<file path="src/inc/ushc_pkg.sv">
// Purpose: Constants for the UART shadow control register bank.
// Assumes: AXI4-Lite, 32-bit data, byte addresses as printed.
// Notes:   Control bits sit in the low bits of each word.
// Behaviour
// - Read-only 16-bit field shows receive FIFO entry count, zero at reset.
// - Writing one to tx flush bit empties the transmit FIFO control.
// - Writing one to rx flush bit empties the receive FIFO control.
// - Both flush bits clear themselves after acting.
// - Whole reset bit asserts controller reset at once, releases on clock.
// - Whole reset covers every clock domain of the controller.
// - Shadow RTS and break share storage with modem and line control bits.
// - Without auto flow, RTS bit high drives active-low RTS output low.
// - Auto flow with FIFOs on also gates RTS off above rx threshold.
// - Loopback holds RTS pin high, RTS bit loops to modem input.
// - Break bit forces serial output to spacing level, logic 0.
// - Outside loopback serial line stays low while break bit is set.
// - Infrared mode with break pulses active-low infrared output.
// - In loopback a break is looped to own receiver, not the line.
// - Rx threshold picked by two-bit trigger: one, quarter, half, full-2.
package ushc_pkg;
    // ==========================================================
    // Register map
    localparam logic [31:0] RX_FILL_COUNT_ADDR   = 32'h5000_1084;
    localparam logic [31:0] SW_RESET_CTRL_ADDR   = 32'h5000_1088;
    localparam logic [31:0] SHADOW_RTS_ADDR      = 32'h5000_108c;
    localparam logic [31:0] SHADOW_BREAK_ADDR    = 32'h5000_1090;
    localparam logic [31:0] MODEM_CONTROL_ADDR   = 32'h5000_10c0;
    localparam logic [31:0] LINE_CONTROL_ADDR    = 32'h5000_10c4;
    localparam logic [31:0] FIFO_CONTROL_ADDR    = 32'h5000_10c8;
    localparam int          FIELD_W              = 16;
    // ==========================================================
    // Field positions
    localparam int RST_TX_FLUSH    = 2;
    localparam int RST_RX_FLUSH    = 1;
    localparam int RST_WHOLE       = 0;
    localparam int SHADOW_BIT      = 0;
    localparam int MODEM_RTS       = 1;
    localparam int MODEM_LOOP      = 4;
    localparam int MODEM_AUTO_FLOW = 5;
    localparam int MODEM_SIR       = 6;
    localparam int LINE_BREAK      = 6;
    localparam int FIFO_ENABLE     = 0;
    localparam int FIFO_TRIG_LO    = 6;
    localparam int FIFO_TRIG_HI    = 7;
    // ==========================================================
    // Trigger codes, responses, reset values
    localparam logic [1:0]  TRIG_ONE     = 2'h0;
    localparam logic [1:0]  TRIG_QUARTER = 2'h1;
    localparam logic [1:0]  TRIG_HALF    = 2'h2;
    localparam logic [1:0]  TRIG_FULL_M2 = 2'h3;
    localparam logic [1:0]  RESP_OKAY    = 2'h0;
    localparam logic [1:0]  RESP_SLVERR  = 2'h2;
    localparam logic [31:0] RD_ZERO      = 32'h0000_0000;
endpackage

</file>
<file path="src/verilog/ushc_reset_sync.sv">
// Purpose: Reset stretcher, asserts at once and releases on the clock.
// Assumes: arst_req is a glitch-free level from a flip-flop.
// Notes:   Output is the controller reset for every domain.
`timescale 1ns/1ps
module ushc_reset_sync #(
    parameter int STAGES = 2              // Release delay in clocks
) (
    input  wire logic aclk,               // Clock
    input  wire logic arst_req,           // Reset request, high active
    output logic      rst_out_n           // Controller reset, low active
);
    logic [STAGES-1:0] chain_reg;

    // ==========================================================
    // Chain: asserts without the clock, shifts ones in to release
    always_ff @(posedge aclk or posedge arst_req) begin
        if (arst_req) begin
            chain_reg <= '0;
        end else begin
            chain_reg <= {chain_reg[STAGES-2:0], 1'b1};
        end
    end

    assign rst_out_n = chain_reg[STAGES-1];
endmodule

</file>
<file path="src/verilog/ushc_regs.sv">
// Purpose: UART shadow control registers, FIFO levels, RTS and break.
// Assumes: Push and pop strobes come from logic on aclk.
// Notes:   Framing engine, baud generator and FIFO RAMs live elsewhere.
//
// The implementer's own choice: the AXI4-Lite slave port.
`timescale 1ns/1ps
module ushc_regs
    import ushc_pkg::*;
#(
    parameter int DEPTH    = 16,          // FIFO depth in entries
    parameter int SIR_HALF = 8            // Half period of break pulses
) (
    input  wire logic        aclk,        // Clock, 100 MHz
    input  wire logic        aresetn,     // Sync reset, low active
    input  wire logic [31:0] awaddr,      // Write address
    input  wire logic        awvalid,     // Write address valid
    output logic             awready,     // Write address ready
    input  wire logic [31:0] wdata,       // Write data
    input  wire logic [3:0]  wstrb,       // Write byte strobes
    input  wire logic        wvalid,      // Write data valid
    output logic             wready,      // Write data ready
    output logic [1:0]       bresp,       // Write response
    output logic             bvalid,      // Write response valid
    input  wire logic        bready,      // Write response ready
    input  wire logic [31:0] araddr,      // Read address
    input  wire logic        arvalid,     // Read address valid
    output logic             arready,     // Read address ready
    output logic [31:0]      rdata,       // Read data
    output logic [1:0]       rresp,       // Read response
    output logic             rvalid,      // Read data valid
    input  wire logic        rready,      // Read data ready
    input  wire logic        rx_push,     // Receiver stored a character
    input  wire logic        rx_pop,      // Software took a character
    input  wire logic        tx_push,     // Software queued a character
    input  wire logic        tx_pop,      // Transmitter took a character
    input  wire logic        tx_serial,   // Serial data from transmitter
    input  wire logic        sin,         // Serial input pin
    output logic             sout,        // Serial output pin
    output logic             rts_n,       // Request to send, low active
    output logic             sir_out_n,   // Infrared output, low active
    output logic             rx_serial,   // Serial data to receiver
    output logic             loop_cts,    // Looped RTS to modem input
    output logic             tx_queue_flush, // Tx FIFO flush pulse
    output logic             rx_queue_flush, // Rx FIFO flush pulse
    output logic             core_rst_n,  // Controller reset, low active
    output logic [15:0]      rx_level,    // Rx FIFO entries
    output logic [15:0]      tx_level     // Tx FIFO entries
);
    localparam int CW = $clog2(DEPTH + 1);
    localparam int SW = $clog2(SIR_HALF + 1);

    // ==========================================================
    // Byte-strobe merge of a write into an old word
    function automatic logic [31:0] merge(input logic [31:0] old_v,
                                          input logic [31:0] new_v,
                                          input logic [3:0]  strb);
        logic [31:0] res;
        res = old_v;
        for (int i = 0; i < 4; i++) begin
            if (strb[i]) begin
                res[i*8 +: 8] = new_v[i*8 +: 8];
            end
        end
        return res;
    endfunction

    // ==========================================================
    // Next count of a FIFO occupancy counter
    function automatic logic [CW-1:0] step(input logic [CW-1:0] cnt,
                                           input logic push,
                                           input logic pop,
                                           input logic flush);
        logic [CW-1:0] res;
        res = cnt;
        if (flush) begin
            res = '0;
        end else if (push && cnt != CW'(DEPTH) && !(pop && cnt != '0)) begin
            res = cnt + CW'(1);
        end else if (pop && cnt != '0 && !push) begin
            res = cnt - CW'(1);
        end
        return res;
    endfunction

    // ==========================================================
    // State
    logic          aw_full_reg, aw_full_next;
    logic [31:0]   aw_addr_reg, aw_addr_next;
    logic          w_full_reg, w_full_next;
    logic [31:0]   w_data_reg, w_data_next;
    logic [3:0]    w_strb_reg, w_strb_next;
    logic          bvalid_reg, bvalid_next;
    logic [1:0]    bresp_reg, bresp_next;
    logic          rvalid_reg, rvalid_next;
    logic [31:0]   rdata_reg, rdata_next;
    logic [1:0]    rresp_reg, rresp_next;
    logic          rts_bit_reg, rts_bit_next;
    logic          brk_reg, brk_next;
    logic          loop_reg, loop_next;
    logic          afce_reg, afce_next;
    logic          sir_reg, sir_next;
    logic          fen_reg, fen_next;
    logic [1:0]    trig_reg, trig_next;
    logic          txf_reg, txf_next;
    logic          rxf_reg, rxf_next;
    logic          whole_reg, whole_next;
    logic [CW-1:0] rx_cnt_reg, rx_cnt_next;
    logic [CW-1:0] tx_cnt_reg, tx_cnt_next;
    logic [2:0]    sin_s_reg, sin_s_next;
    logic          sin_reg, sin_next;
    logic [SW-1:0] sir_cnt_reg, sir_cnt_next;
    logic          sir_ph_reg, sir_ph_next;
    logic          sout_reg, sout_next;
    logic          rts_n_reg, rts_n_next;
    logic          sir_n_reg, sir_n_next;
    logic          rx_ser_reg, rx_ser_next;
    logic          do_write;
    logic [31:0]   wword;
    logic [CW-1:0] thresh;

    // ==========================================================
    // Bus handshakes; write commits once address and data are both held
    assign awready  = !aw_full_reg;
    assign wready   = !w_full_reg;
    assign arready  = !rvalid_reg;
    assign bvalid   = bvalid_reg;
    assign bresp    = bresp_reg;
    assign rvalid   = rvalid_reg;
    assign rdata    = rdata_reg;
    assign rresp    = rresp_reg;
    assign do_write = aw_full_reg && w_full_reg && !bvalid_reg;
    assign wword    = merge(RD_ZERO, w_data_reg, w_strb_reg);

    // ==========================================================
    // Write channel next state
    always_comb begin
        aw_full_next = aw_full_reg;
        aw_addr_next = aw_addr_reg;
        w_full_next  = w_full_reg;
        w_data_next  = w_data_reg;
        w_strb_next  = w_strb_reg;
        bvalid_next  = bvalid_reg;
        bresp_next   = bresp_reg;
        if (awvalid && !aw_full_reg) begin
            aw_full_next = 1'b1;
            aw_addr_next = awaddr;
        end
        if (wvalid && !w_full_reg) begin
            w_full_next = 1'b1;
            w_data_next = wdata;
            w_strb_next = wstrb;
        end
        if (do_write) begin
            aw_full_next = 1'b0;
            w_full_next  = 1'b0;
            bvalid_next  = 1'b1;
            case (aw_addr_reg)
                RX_FILL_COUNT_ADDR, SW_RESET_CTRL_ADDR, SHADOW_RTS_ADDR,
                SHADOW_BREAK_ADDR, MODEM_CONTROL_ADDR, LINE_CONTROL_ADDR,
                FIFO_CONTROL_ADDR: bresp_next = RESP_OKAY;
                default:           bresp_next = RESP_SLVERR;
            endcase
        end else if (bvalid_reg && bready) begin
            bvalid_next = 1'b0;
        end
    end

    // ==========================================================
    // Control bits; shadow and full registers write one shared copy
    always_comb begin
        rts_bit_next = rts_bit_reg;
        brk_next     = brk_reg;
        loop_next    = loop_reg;
        afce_next    = afce_reg;
        sir_next     = sir_reg;
        fen_next     = fen_reg;
        trig_next    = trig_reg;
        txf_next     = 1'b0;
        rxf_next     = 1'b0;
        whole_next   = 1'b0;
        if (do_write) begin
            case (aw_addr_reg)
                SW_RESET_CTRL_ADDR: begin
                    txf_next   = wword[RST_TX_FLUSH];
                    rxf_next   = wword[RST_RX_FLUSH];
                    whole_next = wword[RST_WHOLE];
                end
                SHADOW_RTS_ADDR: begin
                    if (w_strb_reg[0]) begin
                        rts_bit_next = wword[SHADOW_BIT];
                    end
                end
                SHADOW_BREAK_ADDR: begin
                    if (w_strb_reg[0]) begin
                        brk_next = wword[SHADOW_BIT];
                    end
                end
                MODEM_CONTROL_ADDR: begin
                    if (w_strb_reg[0]) begin
                        rts_bit_next = wword[MODEM_RTS];
                        loop_next    = wword[MODEM_LOOP];
                        afce_next    = wword[MODEM_AUTO_FLOW];
                        sir_next     = wword[MODEM_SIR];
                    end
                end
                LINE_CONTROL_ADDR: begin
                    if (w_strb_reg[0]) begin
                        brk_next = wword[LINE_BREAK];
                    end
                end
                FIFO_CONTROL_ADDR: begin
                    if (w_strb_reg[0]) begin
                        fen_next  = wword[FIFO_ENABLE];
                        trig_next = wword[FIFO_TRIG_HI:FIFO_TRIG_LO];
                        // Turning FIFOs off empties both of them
                        if (fen_reg && !wword[FIFO_ENABLE]) begin
                            txf_next = 1'b1;
                            rxf_next = 1'b1;
                        end
                    end
                end
                default: begin
                end
            endcase
        end
    end

    // ==========================================================
    // Read channel; read data registered when the address is taken
    always_comb begin
        rvalid_next = rvalid_reg;
        rdata_next  = rdata_reg;
        rresp_next  = rresp_reg;
        if (arvalid && !rvalid_reg) begin
            rvalid_next = 1'b1;
            rresp_next  = RESP_OKAY;
            rdata_next  = RD_ZERO;
            case (araddr)
                RX_FILL_COUNT_ADDR: rdata_next[FIELD_W-1:0] = rx_level;
                SW_RESET_CTRL_ADDR: rdata_next = RD_ZERO;
                SHADOW_RTS_ADDR:    rdata_next[SHADOW_BIT] = rts_bit_reg;
                SHADOW_BREAK_ADDR:  rdata_next[SHADOW_BIT] = brk_reg;
                MODEM_CONTROL_ADDR: begin
                    rdata_next[MODEM_RTS]       = rts_bit_reg;
                    rdata_next[MODEM_LOOP]      = loop_reg;
                    rdata_next[MODEM_AUTO_FLOW] = afce_reg;
                    rdata_next[MODEM_SIR]       = sir_reg;
                end
                LINE_CONTROL_ADDR:  rdata_next[LINE_BREAK] = brk_reg;
                FIFO_CONTROL_ADDR: begin
                    rdata_next[FIFO_ENABLE]               = fen_reg;
                    rdata_next[FIFO_TRIG_HI:FIFO_TRIG_LO] = trig_reg;
                end
                default:            rresp_next = RESP_SLVERR;
            endcase
        end else if (rvalid_reg && rready) begin
            rvalid_next = 1'b0;
        end
    end

    // ==========================================================
    // Bus and control registers, reset by the bus reset only
    always_ff @(posedge aclk) begin
        if (!aresetn) begin
            aw_full_reg <= 1'b0;
            aw_addr_reg <= RD_ZERO;
            w_full_reg  <= 1'b0;
            w_data_reg  <= RD_ZERO;
            w_strb_reg  <= '0;
            bvalid_reg  <= 1'b0;
            bresp_reg   <= RESP_OKAY;
            rvalid_reg  <= 1'b0;
            rdata_reg   <= RD_ZERO;
            rresp_reg   <= RESP_OKAY;
            rts_bit_reg <= 1'b0;
            brk_reg     <= 1'b0;
            loop_reg    <= 1'b0;
            afce_reg    <= 1'b0;
            sir_reg     <= 1'b0;
            fen_reg     <= 1'b0;
            trig_reg    <= TRIG_ONE;
            txf_reg     <= 1'b0;
            rxf_reg     <= 1'b0;
            whole_reg   <= 1'b0;
        end else begin
            aw_full_reg <= aw_full_next;
            aw_addr_reg <= aw_addr_next;
            w_full_reg  <= w_full_next;
            w_data_reg  <= w_data_next;
            w_strb_reg  <= w_strb_next;
            bvalid_reg  <= bvalid_next;
            bresp_reg   <= bresp_next;
            rvalid_reg  <= rvalid_next;
            rdata_reg   <= rdata_next;
            rresp_reg   <= rresp_next;
            rts_bit_reg <= rts_bit_next;
            brk_reg     <= brk_next;
            loop_reg    <= loop_next;
            afce_reg    <= afce_next;
            sir_reg     <= sir_next;
            fen_reg     <= fen_next;
            trig_reg    <= trig_next;
            txf_reg     <= txf_next;
            rxf_reg     <= rxf_next;
            whole_reg   <= whole_next;
        end
    end

    // ==========================================================
    // Controller reset; the one output serves every controller domain
    ushc_reset_sync #(
        .STAGES    (2)
    ) u_rst (
        .aclk      (aclk),
        .arst_req  (whole_reg || !aresetn),
        .rst_out_n (core_rst_n)
    );

    assign tx_queue_flush = txf_reg;
    assign rx_queue_flush = rxf_reg;
    assign rx_level       = FIELD_W'(rx_cnt_reg);
    assign tx_level       = FIELD_W'(tx_cnt_reg);

    // ==========================================================
    // Rx threshold from the trigger code
    always_comb begin
        case (trig_reg)
            TRIG_ONE:     thresh = CW'(1);
            TRIG_QUARTER: thresh = CW'(DEPTH / 4);
            TRIG_HALF:    thresh = CW'(DEPTH / 2);
            TRIG_FULL_M2: thresh = CW'(DEPTH - 2);
            default:      thresh = CW'(1);
        endcase
    end

    // ==========================================================
    // Line side next values; flush beats a push in the same cycle
    always_comb begin
        rx_cnt_next  = step(rx_cnt_reg, rx_push, rx_pop, rxf_reg);
        tx_cnt_next  = step(tx_cnt_reg, tx_push, tx_pop, txf_reg);
        sin_s_next   = {sin_s_reg[1:0], sin};
        sin_next     = (sin_s_reg[1] == sin_s_reg[2]) ? sin_s_reg[2] : sin_reg;
        sir_cnt_next = sir_cnt_reg;
        sir_ph_next  = 1'b0;
        // Break in infrared mode: free-running low pulses
        if (sir_reg && brk_reg && !loop_reg) begin
            if (sir_cnt_reg == SW'(SIR_HALF - 1)) begin
                sir_cnt_next = '0;
                sir_ph_next  = !sir_ph_reg;
            end else begin
                sir_cnt_next = sir_cnt_reg + SW'(1);
                sir_ph_next  = sir_ph_reg;
            end
        end else begin
            sir_cnt_next = '0;
        end
        sir_n_next = !sir_ph_next;
        if (loop_reg) begin
            sout_next   = 1'b1;
            rts_n_next  = 1'b1;
            rx_ser_next = tx_serial && !brk_reg;
        end else begin
            sout_next   = tx_serial && !brk_reg;
            rts_n_next  = !rts_bit_reg;
            rx_ser_next = sin_reg;
            if (afce_reg && fen_reg && rx_cnt_reg > thresh) begin
                rts_n_next = 1'b1;
            end
        end
    end

    // ==========================================================
    // Line side registers, held in reset by the controller reset
    always_ff @(posedge aclk) begin
        if (!core_rst_n) begin
            rx_cnt_reg  <= '0;
            tx_cnt_reg  <= '0;
            sin_s_reg   <= '1;
            sin_reg     <= 1'b1;
            sir_cnt_reg <= '0;
            sir_ph_reg  <= 1'b0;
            sout_reg    <= 1'b1;
            rts_n_reg   <= 1'b1;
            sir_n_reg   <= 1'b1;
            rx_ser_reg  <= 1'b1;
        end else begin
            rx_cnt_reg  <= rx_cnt_next;
            tx_cnt_reg  <= tx_cnt_next;
            sin_s_reg   <= sin_s_next;
            sin_reg     <= sin_next;
            sir_cnt_reg <= sir_cnt_next;
            sir_ph_reg  <= sir_ph_next;
            sout_reg    <= sout_next;
            rts_n_reg   <= rts_n_next;
            sir_n_reg   <= sir_n_next;
            rx_ser_reg  <= rx_ser_next;
        end
    end

    // Pins come straight from flip-flops; loop_cts is the AND of two of them
    assign sout      = sout_reg;
    assign rts_n     = rts_n_reg;
    assign sir_out_n = sir_n_reg;
    assign rx_serial = rx_ser_reg;
    assign loop_cts  = loop_reg && rts_bit_reg;
endmodule

</file>
<file path="config.mk">
export PLATFORM = sky130hd
export DESIGN_NAME = ushc_regs
export DESIGN_NICKNAME = d
export VERILOG_FILES = /design/src/inc/ushc_pkg.sv /design/src/verilog/ushc_reset_sync.sv /design/src/verilog/ushc_regs.sv
export SDC_FILE = /design/constraint.sdc
export NUM_CORES = 1
export LEC_CHECK = 0
export ABC_AREA = 1
export BUFFER_PORTS_ARGS = -buffer_cell sky130_fd_sc_hd__buf_2
export CAP_MARGIN = 40
export CORE_ASPECT_RATIO = 0.8
export CORE_MARGIN = 2
export CORE_UTILIZATION = 39
export CTS_CLUSTER_SIZE = 30
export DETAILED_ROUTE_END_ITERATION = 8
export PLACE_DENSITY = 0.8
export SYNTH_ARGS = -nofsm -noshare
export SYNTH_HDL_FRONTEND = slang
export SYNTH_HIERARCHICAL = 1
export SYNTH_SLANG_ARGS = --single-unit
</file>
<file path="constraint.sdc">
create_clock -name aclk -period 0.8 [get_ports aclk]
set_clock_uncertainty 0.1 [all_clocks]
set_input_delay 0.16 -clock aclk [delete_from_list [all_inputs] [get_ports aclk]]
set_output_delay 0.16 -clock aclk [all_outputs]
set_load 0.03 [all_outputs]
</file>
==> impl_metrics.csv <==
group,metric,value,unit
outcome,status,"finished with violations",
outcome,violations,"hold timing, setup timing",
cts,clockBufferDepth,2,
floorplanning,die_h,103.4,um
sta,slew_headroom,0.5966,
run,cap_violations,0,
critical_path,slowest_stage,"dfxtp_4",
cells_and_area,largest_reg_flops,32,
routing,wire_per_inst,16.95,um
floorplanning,num_rows,36,
sta,max_clock_freq,0.4947,GHz
cells_and_area,fin_nets,1081,
cells_and_area,antenna_cells,0,
routing,via_per_inst,5.166,
yosys,syn-cell-area,4818,sq um
floorplanning,io_pins,194,
routing,vias,5734,
cts,cts_root_buf,"clkbuf_16",
critical_path,crit_family,"simple AND/OR/NAND/NOR gates",
cells_and_area,fill_cells,739,
pwr,vdd_drop_max,1.468,mV
pwr,p_leak,0.003897,uW
critical_path,reg2reg_depth,13,
global_routing,grt_pass1_vias,5483,
sta,setup-tns-final,-61580,ps
yosys,synth.area.mux_share,0,
critical_path,worstPathArrival,2160,ps
global_routing,grt_pass1_wl,25.66,mm
cts,numCtsBuffers,9,
global_routing,grt_overflow,0,
yosys,synth_cells,683,
critical_path,path_max_fanout,5,
pwr,finalPower,20200,uW
placement,port_buffers,117,
sta,hold_viol,16,
cts,cts_tree,"yes",
cells_and_area,syn_to_final_growth,84.71,%
yosys,synth-simple-area-share,0.2875,
cells_and_area,final_util,0.7345,
global_routing,grt_max_degree,37,
critical_path,worstSetupPathType,"register to register",
cts,htree_levels,3,
routing,drt-initial-drc-count,258,
sta,fin_crit,2021,ps
routing,drc_errors,0,
critical_path,r2r_end,"tx_cnt_reg[4]",
critical_path,endpoint_kind,"register",
yosys,synth.distinct_cells,45,
floorplanning,core_region_area,12120,sq um
critical_path,crit_path_start_kind,"register",
global_routing,grt_usage,0.2448,
sta,finalCritPeriodShare,2.527,
yosys,synth_fa_ha_area_frac,0.03947,
placement,dp_slack,-1254,ps
hold_path,min_to,"sin_s_reg[0]",
yosys,synth_top_family_by_area,"simple AND/OR/NAND/NOR gates",
hold_path,min_path_type,"input pin to register",
routing,wirelength,18.81,mm
sta,hold_slack,-78.40,ps
critical_path,max_stage_delay,350,ps
sta,drv_slew,0,
placement,dp_hpwl,9.394,mm
sta,tightestPinTransition,605.2,ps
pwr,pwr_density_cell,2269,nW/um^2
cts,clk_pin_slew_worst_paths,60,ps
yosys,syn_area_per_cell,7.055,sq um
yosys,synth_seq_area_share,0.3760,
routing,first_pass_iters,5,
critical_path,path_buf_inv,1,
cells_and_area,drive_above_1_share,0.6148,
yosys,ys_top_cells_by_area,"dfxtp_1, nor2_1, buf_4, nand2_1, o21ai_0",
sta,setup_violations,121,
yosys,synth_compound_area_frac,0.1371,
sta,fin_ws,-1221,ps
cells_and_area,register_area,1914,sq um
cts,cts_sinks,90,
critical_path,cp_cell_sequence,"nor2_4 > nand3_2 > or2_4 > nand2_4 > nand2_8 > buf_4 > ha_4 > a211oi_2 > nand3_1 > nand2_1 > nand3_1 > nand2_1 > nor2_1",
critical_path,r2r-start,"tx_cnt_reg[3]",
hold_path,hold_depth,2,
yosys,synth-seq-cells,90,
floorplanning,start_util,0.3977,
floorplanning,die_width,128.3,um
placement,place.gp.congestion,0.8744,
yosys,yosysWarnings,6,
cts,clk_latency,350,ps
global_routing,antenna_found_initial,0,
cells_and_area,multi_input_area,3665,sq um
yosys,synth_xor_area_frac,0.01091,
routing,ant_nets,0,
yosys,netlist.area_leader.share,0.3656,
yosys,synth.largest_area_cell,"dfxtp_1",
critical_path,required,930,ps
floorplanning,die-area,13270,sq um
sta,rsz0062_at_grt,"yes",
hold_path,worstHoldStart,"sin",
critical_path,ff2ff_setup_slack,-1220,ps
## stage by stage
step / area, sq um / hold WS (ps) / cells
floorplan: 5314 / 152.7 / 730
detailed placement: 6349 / 223.4 / 1030
CTS: 8289 / -84.77 / 1094
finish: 8900 / -78.40 / 1110
global route: 8900 / -81.64 / 1110
global placement: 6349 / 221.4 / 1030
## cell usage after synthesis
| cell | instances |
|---|---|
| fa_1 | 2 |
| nor3_1 | 8 |
| inv_2 | 10 |
| nand2_4 | 4 |
| nor2_4 | 2 |
| dfxtp_1 | 88 |
| or2_2 | 4 |
| nor3_2 | 4 |
| a21oi_2 | 1 |
| o21a_1 | 2 |
| a21oi_1 | 43 |
| o211ai_1 | 1 |
| o21ai_1 | 5 |
| buf_1 | 1 |
| nor2_1 | 136 |
| nand4_1 | 10 |
| o2111ai_1 | 1 |
| nor4_1 | 3 |
| or2_4 | 1 |
| clkbuf_1 | 11 |
| clkinv_1 | 1 |
| o21bai_1 | 1 |
| clkinv_2 | 1 |
| nand2_2 | 2 |
| and2_0 | 1 |
| o21ai_0 | 70 |
| dfrtp_1 | 2 |
| ha_1 | 12 |
| o22ai_1 | 1 |
| buf_6 | 1 |
| inv_1 | 64 |
| xor2_1 | 2 |
| nand3_1 | 22 |
| and2_1 | 2 |
| o21ai_2 | 1 |
| conb_1 | 2 |
| buf_4 | 49 |
| nand3b_4 | 1 |
| a211oi_1 | 1 |
| nand3_2 | 3 |
| nor3_4 | 1 |
| nand3b_1 | 1 |
| nor2_2 | 7 |
| nand2_1 | 94 |
| xnor2_1 | 4 |
## cell type report
cell class                 instances  share of cell area
clock buffer                      11             0.03093
timing repair buffer             274              0.2771
multi-input combinational        502              0.4118
timing repair inverter             1           0.0009841
inverter                          76             0.03669
sequential                        90              0.2151
clock inverter                     4            0.006045
tap                              152             0.02137
## placed cells by master, fill, tap and decap left out, types with 20 or more instances in the layout
cell type / Yosys / layout
a21oi_2: 1 / 25
buf_2: 0 / 72
buf_4: 49 / 81
buf_6: 1 / 87
conb_1: 2 / 49
dfxtp_1: 88 / 37
dfxtp_2: 0 / 36
inv_1: 64 / 43
inv_2: 10 / 24
nand2_1: 94 / 68
nand2_2: 2 / 20
nor2_1: 136 / 62
nor2_2: 7 / 33
nor2_4: 2 / 50
o21ai_2: 1 / 34
## metal layers
layer	wire (um)	GRT usage
met4	913	0.09129
met5	0	0
met1	7049	0.2767
met3	1099	0.05813
met2	9746	0.4538
## power breakdown
| part | internal, uW | total [uW] | switching [uW] |
|---|---|---|---|
| clock | 2810 | 4700 | 1900 |
| combinational | 4850 | 10000 | 5150 |
| sequential | 5050 | 5500 | 444 |
| total | 12700 | 20200 | 7490 |
## worst max-delay path by stage
stage               cells after the start            end           from
global route                           14  tx_cnt_reg[4]  tx_cnt_reg[3]
floorplan                              14  tx_cnt_reg[4]  tx_cnt_reg[3]
finish                                 13  tx_cnt_reg[4]  tx_cnt_reg[3]
CTS                                    14  tx_cnt_reg[4]  tx_cnt_reg[3]
detailed placement                     14  tx_cnt_reg[4]  tx_cnt_reg[3]
global placement                       14  tx_cnt_reg[4]  tx_cnt_reg[3]
## kinds of logic after synthesis
kind of cell | after synthesis
AOI/OAI and AO/OA | 127
xor gates and xnor gates | 6
adders and majority gates | 14
buffers and inverters | 138
DFF | 90
other | 2
and+or+nand+nor | 306
## what timing repair did
item,CTS,global route
resized for setup,319,156
hold endpoints to repair,43,17
setup buffers,26,25
hold buffers,17,1
setup endpoints to repair,121,121
cloned,9,1
pin swaps,87,86
Note: power is estimated with default switching activity, not from simulation.
